### src/logic/sbl_pkg.sv
// Package: register map, field positions and reset values of the band and lock registers
package sbl_pkg;
  // ---------------------------------------------------------------
  // Register addresses (word index on the control bus)
  // ---------------------------------------------------------------
  localparam logic [4:0] ADDR_FACTORY_WORD_A = 5'h0B;
  localparam logic [4:0] ADDR_FIRST_BAND     = 5'h0C;
  localparam logic [4:0] ADDR_FACTORY_WORD_B = 5'h0D;
  localparam logic [4:0] ADDR_SECOND_BAND    = 5'h0E;
  localparam logic [4:0] ADDR_LOCK_STATUS    = 5'h0F;
  localparam int         ADDR_W              = 5;
  localparam int         DATA_W              = 32;

  // ---------------------------------------------------------------
  // Field positions
  // ---------------------------------------------------------------
  localparam int BAND_BIT          = 31;
  localparam int SECOND_LOCK_BIT   = 23;
  localparam int FIRST_LOCK_BIT    = 21;
  localparam int SUBCODE_HI        = 18;
  localparam int SUBCODE_LO        = 17;
  localparam int SUBCODE_W         = 2;

  // ---------------------------------------------------------------
  // Reset values and band thresholds
  // ---------------------------------------------------------------
  localparam logic              BAND_RESET        = 1'b0;
  // Factory words vary per device; neutral defaults
  localparam logic [DATA_W-1:0] FACTORY_A_DEFAULT = 32'h0000_0000;
  localparam logic [DATA_W-1:0] FACTORY_B_DEFAULT = 32'h0000_0000;
  // Arbitrary nonzero pattern, so a host that drops a low bit is seen
  localparam logic [30:0]       BAND_LOW_DEFAULT  = 31'h1234_5678;
  // Arbitrary variant value, not any real silicon code
  localparam logic [1:0]        SUBCODE_DEFAULT   = 2'h2;
  localparam logic [4:0]        RANGE_HIGH_FIRST  = 5'h0E;
  localparam logic [4:0]        RANGE_MAX         = 5'h1B;
  localparam logic [DATA_W-1:0] READ_ZERO         = 32'h0000_0000;
endpackage

### src/logic/sbl_if.sv
// Interface: register access link between host controller and register bank
`timescale 1ns/1ns
interface sbl_if;
  logic        wr_stb;
  logic        rd_stb;
  logic [4:0]  addr;
  logic [31:0] wdata;
  logic [31:0] rdata;
  logic        rvalid;

  modport dev  (input wr_stb, input rd_stb, input addr, input wdata,
                output rdata, output rvalid);
  modport host (output wr_stb, output rd_stb, output addr, output wdata,
                input rdata, input rvalid);
endinterface

### src/logic/sbl_bank.sv
// Module: device-side register bank with gain-band bits and lock status word
`timescale 1ns/1ns

// Summary of operation
// - Host sets first band bit from code
// - Host sets second band bit from code
// - Band bits reset to zero
// - Host read-modify-writes band registers
// - Host preserves factory bits and words
// - Bit 23 shows second loop lock
// - Bit 21 shows first loop lock
// - Status word ignores host writes
// - Bits 18:17 carry variant subcode
module sbl_bank #(
  parameter logic [1:0] SUBCODE = sbl_pkg::SUBCODE_DEFAULT
) (
  input  wire logic clk_in,
  input  wire logic sys_rst_in,
  sbl_if.dev        bus,
  input  wire logic first_loop_locked_flag_in,
  input  wire logic second_loop_locked_flag_in,
  output logic      first_loop_gain_band_bit_out,
  output logic      second_loop_gain_band_bit_out
);
  // ---------------------------------------------------------------
  // Storage
  // ---------------------------------------------------------------
  logic        first_band_reg;
  logic        second_band_reg;
  logic [30:0] first_low_reg;
  logic [30:0] second_low_reg;
  logic [31:0] factory_a_reg;
  logic [31:0] factory_b_reg;
  logic [31:0] rdata_reg;
  logic        rvalid_reg;
  logic [31:0] status_word;

  // Band bits, held low from reset until the host writes
  always_ff @(posedge clk_in) begin
    if (sys_rst_in) begin
      first_band_reg  <= sbl_pkg::BAND_RESET;
      second_band_reg <= sbl_pkg::BAND_RESET;
    end else if (bus.wr_stb) begin
      if (bus.addr == sbl_pkg::ADDR_FIRST_BAND) begin
        first_band_reg <= bus.wdata[sbl_pkg::BAND_BIT];
      end
      if (bus.addr == sbl_pkg::ADDR_SECOND_BAND) begin
        second_band_reg <= bus.wdata[sbl_pkg::BAND_BIT];
      end
    end
  end

  // Factory bits stay writable; the host is trusted to write them back unchanged
  always_ff @(posedge clk_in) begin
    if (sys_rst_in) begin
      first_low_reg  <= sbl_pkg::BAND_LOW_DEFAULT;
      second_low_reg <= sbl_pkg::BAND_LOW_DEFAULT;
      factory_a_reg  <= sbl_pkg::FACTORY_A_DEFAULT;
      factory_b_reg  <= sbl_pkg::FACTORY_B_DEFAULT;
    end else if (bus.wr_stb) begin
      case (bus.addr)
        sbl_pkg::ADDR_FIRST_BAND:     first_low_reg  <= bus.wdata[30:0];
        sbl_pkg::ADDR_SECOND_BAND:    second_low_reg <= bus.wdata[30:0];
        sbl_pkg::ADDR_FACTORY_WORD_A: factory_a_reg  <= bus.wdata;
        sbl_pkg::ADDR_FACTORY_WORD_B: factory_b_reg  <= bus.wdata;
        default: ;  // Status word and unmapped addresses ignore writes
      endcase
    end
  end

  // Live status word built straight from the loop flags
  always_comb begin
    status_word = sbl_pkg::READ_ZERO;
    status_word[sbl_pkg::SECOND_LOCK_BIT] = second_loop_locked_flag_in;
    status_word[sbl_pkg::FIRST_LOCK_BIT]  = first_loop_locked_flag_in;
    status_word[sbl_pkg::SUBCODE_HI:sbl_pkg::SUBCODE_LO] = SUBCODE;
  end

  // Read path: one cycle latency, no flag is cleared by reading
  always_ff @(posedge clk_in) begin
    if (sys_rst_in) begin
      rdata_reg  <= sbl_pkg::READ_ZERO;
      rvalid_reg <= 1'b0;
    end else begin
      rvalid_reg <= bus.rd_stb;
      if (bus.rd_stb) begin
        case (bus.addr)
          sbl_pkg::ADDR_FACTORY_WORD_A: rdata_reg <= factory_a_reg;
          sbl_pkg::ADDR_FIRST_BAND:     rdata_reg <= {first_band_reg, first_low_reg};
          sbl_pkg::ADDR_FACTORY_WORD_B: rdata_reg <= factory_b_reg;
          sbl_pkg::ADDR_SECOND_BAND:    rdata_reg <= {second_band_reg, second_low_reg};
          sbl_pkg::ADDR_LOCK_STATUS:    rdata_reg <= status_word;
          default:                      rdata_reg <= sbl_pkg::READ_ZERO;
        endcase
      end
    end
  end

  assign bus.rdata  = rdata_reg;
  assign bus.rvalid = rvalid_reg;
  assign first_loop_gain_band_bit_out  = first_band_reg;
  assign second_loop_gain_band_bit_out = second_band_reg;
endmodule

### src/flat_wrapper.sv
// flat-port wrapper written by rule: the top's interface ports become plain ports
module sbl_bank_flat 
#(
  parameter logic [1:0] SUBCODE = sbl_pkg::SUBCODE_DEFAULT
)
  (clk_in, sys_rst_in, first_loop_locked_flag_in, second_loop_locked_flag_in, first_loop_gain_band_bit_out, second_loop_gain_band_bit_out, bus_wr_stb, bus_rd_stb, bus_addr, bus_wdata, bus_rdata, bus_rvalid);
  sbl_if bus_i ();
  input  wire logic clk_in;
  input  wire logic sys_rst_in;
  input  wire logic first_loop_locked_flag_in;
  input  wire logic second_loop_locked_flag_in;
  output logic first_loop_gain_band_bit_out;
  output logic second_loop_gain_band_bit_out;
  input wire logic [$bits(bus_i.wr_stb)-1:0] bus_wr_stb;
  input wire logic [$bits(bus_i.rd_stb)-1:0] bus_rd_stb;
  input wire logic [$bits(bus_i.addr)-1:0] bus_addr;
  input wire logic [$bits(bus_i.wdata)-1:0] bus_wdata;
  output wire logic [$bits(bus_i.rdata)-1:0] bus_rdata;
  output wire logic [$bits(bus_i.rvalid)-1:0] bus_rvalid;
  assign bus_i.wr_stb = bus_wr_stb;
  assign bus_i.rd_stb = bus_rd_stb;
  assign bus_i.addr = bus_addr;
  assign bus_i.wdata = bus_wdata;
  assign bus_rdata = bus_i.rdata;
  assign bus_rvalid = bus_i.rvalid;
  sbl_bank #(.SUBCODE(SUBCODE)) u_core (.clk_in(clk_in), .sys_rst_in(sys_rst_in), .bus(bus_i), .first_loop_locked_flag_in(first_loop_locked_flag_in), .second_loop_locked_flag_in(second_loop_locked_flag_in), .first_loop_gain_band_bit_out(first_loop_gain_band_bit_out), .second_loop_gain_band_bit_out(second_loop_gain_band_bit_out));
endmodule
### config.mk
export PLATFORM = sky130hd
export DESIGN_NAME = sbl_bank_flat
export DESIGN_NICKNAME = d
export VERILOG_FILES = /design/src/logic/sbl_pkg.sv /design/src/logic/sbl_if.sv /design/src/logic/sbl_bank.sv /design/src/flat_wrapper.sv
export SDC_FILE = /design/constraint.sdc
export NUM_CORES = 1
export LEC_CHECK = 0
export BUFFER_PORTS_ARGS = -buffer_cell sky130_fd_sc_hd__buf_2
export CAP_MARGIN = 20
export CORE_UTILIZATION = 58
export DETAILED_ROUTE_END_ITERATION = 8
export GPL_TIMING_DRIVEN = 0
export PLACE_DENSITY = 0.8
export SLEW_MARGIN = 30
export SYNTH_ARGS = -nofsm -noshare
export SYNTH_HDL_FRONTEND = slang
export SYNTH_SLANG_ARGS = --single-unit
### constraint.sdc
create_clock -name clk_in -period 1.36 [get_ports clk_in]
set_input_delay 0 -clock clk_in [delete_from_list [all_inputs] [get_ports clk_in]]
set_output_delay 0 -clock clk_in [all_outputs]
set_load 0.01 [all_outputs]
==> out/results.ini <==
[critical_path]
startpoint = sys_rst_in
cp_common_cell = clkbuf_1
end_kind = flip-flop
cp_slowest_cell = dlygate4sd3_1
path_class = primary input to flip-flop
path_max_fanout = 10
critPathArrivalTime_ns = 1.72
worstSetupStartpointType = primary input
cp.required_ns = 1.75
cpPeakStageDelay_ns = 0.54
reg2reg_slack_ns = 0.39
reg2reg_from = u_core.factory_a_reg[23]
rr_worst_depth = 4
cp_cell_sequence = dlygate4sd3_1 > buf_2 > clkbuf_1 > clkbuf_1 > a21oi_1
crit_path_end = u_core.factory_b_reg[25]
r2r_end = u_core.bus.rdata[23]

[global_routing]
overflow = 0
grt_pass1_wl_um = 30300
grt_pass1_vias = 6121
grt_max_degree = 17
antenna_found_initial = 0
gr-usage-all-layers = 0.345

[synth]
synth.avg_cell_area_um2 = 8.49
syn_nets = 808
yosysUniqueCellTypes = 30
synth_area_um2 = 6490
synth-edff-count = 0
yosysWarnings = 0
seq_area_frac_synth = 0.496
synth_ff_type = dfxtp_1
ys_async_sr_fraction = 0
syn_inst = 765
synth_seq_cells = 161

[power_and_ir_drop]
irDropWorstVdd_uv = 981
intPower_mw = 8.07
power_switching_mw = 2.29
comb_power_share = 0.055
p_clk_frac = 0.484
switching_share = 0.221
power_mw = 10.4
power.density_nw_per_um2 = 1290
power.leakage_nw = 3.45
power.share.sequential = 0.461

[drt]
via_per_inst = 5.91
routedWlPerCell_um = 18.2
drtIter0Drc = 572
drc = 0
ant_nets = 0
via_count = 6207
routed_wirelength_um = 19100
dr.pass1.iters = 5

[timing]
worst_slack_ns = 0.0307
fmax_mhz = 752
setup_violations = 0
tightest_slew_ns = 0.747
slew-limit-headroom = 0.502
rsz0062_at_grt = no
clock-skew-final_ns = 0.00585
whs_ns = 0.0422
hold_viol = 0
period_share = 0.977
setup-tns-final_ns = 0
period_minus_slack_ns = 1.33
slew_violations = 0

[floorplanning]
fp-row-count = 38
io_pins = 78
core_area_um2 = 10900
die-area_um2 = 11600
die_h_um = 108
start_util = 0.596
die_w_um = 108

[clock_network]
cts_tree = built
path_clk_slew_ns = 0.06
insertion_delay_ns = 0.54
clock_sinks = 161
root_buffer = clkbuf_8
postCtsSetupRepairBufs = 0
clockBufferDepth = 2
numCtsBuffers = 17
htree_levels = 4

[placement]
pre_cts_ws_ns = -0.222
io_buffers = 77
gp_congestion = 0.988
dpl.hpwl_um = 12500
dpl_cell_area_um2 = 7050

[finish]
multi_input_area_um2 = 2980
design_area_um2 = 8050
final_net_count = 940
drive_gt1_frac = 0.156
final_common_cell = nand2_1
diodes = 0
ff_latch_area_um2 = 3220
final_cell_mix = nand2_1 (257), dfxtp_1 (161), a21oi_1 (103)
fillers = 811
area_delta_synth_final_pct = 23.9

[run_status]
run_status = completed

[flow_run]
drv_cap = 0

[min_path]
hp-class = primary input to flip-flop

power groups by stage:
stage                     Clock [mW]  Sequential (mW)  Combinational (mW)
after floorplan                    0             4.88               0.244
after detailed placement           0             4.88               0.476
after global placement             0             4.87               0.466
after CTS                       5.01             4.77               0.559
final                           5.02             4.77               0.571
after global routing            5.23             4.77               0.607
worst max-delay path: cells and delay by family:
family	cells	cell delay, ns
AO/OA/AOI/OAI	1	0.11
buffers and inverters	4	1.60
layer usage:
metal | vias to the layer above | GRT usage | routed length (um)
met2 | 294 | 0.577 | 9150
met4 | 0 | 0.164 | 664
met5 | - | 0 | 0
li1 | 2886 | - | -
met1 | 2971 | 0.431 | 7750
met3 | 56 | 0.0593 | 1560
cell families (layout without fill, tap and decap cells):
group	count (synthesis)	count (layout)	share of synthesized area
and+or+nand+nor	306	306	0.204
AOI/OAI and AO/OA	202	202	0.205
DFF	161	161	0.496
buffers and inverters	64	209	0.0457
muxes	32	32	0.0493
worst min path at each step:
stage                  startpoint                  endpoint  slack, ns  cells past startpoint
floorplan              sys_rst_in         u_core.bus.rvalid       0.08                      1
global route           bus_wr_stb   u_core.factory_b_reg[0]       0.09                      4
global placement    bus_wdata[14]  u_core.first_low_reg[14]       0.26                      3
CTS                    bus_wr_stb  u_core.first_low_reg[30]       0.02                      4
finish                 bus_wr_stb  u_core.first_low_reg[30]       0.04                      4
detailed placement  bus_wdata[25]  u_core.first_low_reg[25]       0.27                      3
stage by stage:
| step | cells | utilization |
|---|---|---|
| after floorplan | 765 | - |
| after global placement | 982 | 0.648 |
| after global routing | 1050 | 0.739 |
| final | 1050 | 0.739 |
| after detailed placement | 982 | 0.648 |
| after CTS | 1050 | 0.739 |
area by class of cell:
class | instances | share of cell area
flip-flops and latches | 161 | 0.401
repair buffers | 113 | 0.0927
plain buffers | 63 | 0.0367
well taps | 140 | 0.0218
clock inverters | 12 | 0.0225
inverters | 1 | 0.000466
multi-input cells | 540 | 0.370
clock buffers | 20 | 0.0554
synthesized netlist by cell type, types with 2 or more instances:
library cell	number	area share
nand2_1	257	0.15
dfxtp_1	161	0.50
a21oi_1	103	0.079
clkbuf_1	34	0.020
mux2i_1	32	0.049
a22o_1	30	0.040
a21o_1	29	0.034
o2bb2ai_1	29	0.039
nand3b_1	27	0.031
buf_2	24	0.018
and3_1	4	0.0039
nand3_1	4	0.0031
nor2_1	4	0.0023
buf_4	3	0.0035
o21ai_0	3	0.0023
a221oi_1	2	0.0027
a31oi_1	2	0.0019
a32oi_1	2	0.0027
and4b_1	2	0.0031
buf_6	2	0.0035
nand2b_1	2	0.0019
repair_timing:
| action | CTS | global route |
|---|---|---|
| resized for setup | 0 | 5 |
| setup endpoints to repair | 0 | 18 |
| hold buffers | 36 | 0 |
| hold endpoints to repair | 131 | 0 |
No activity file was read; power rests on OpenSTA's default activity.
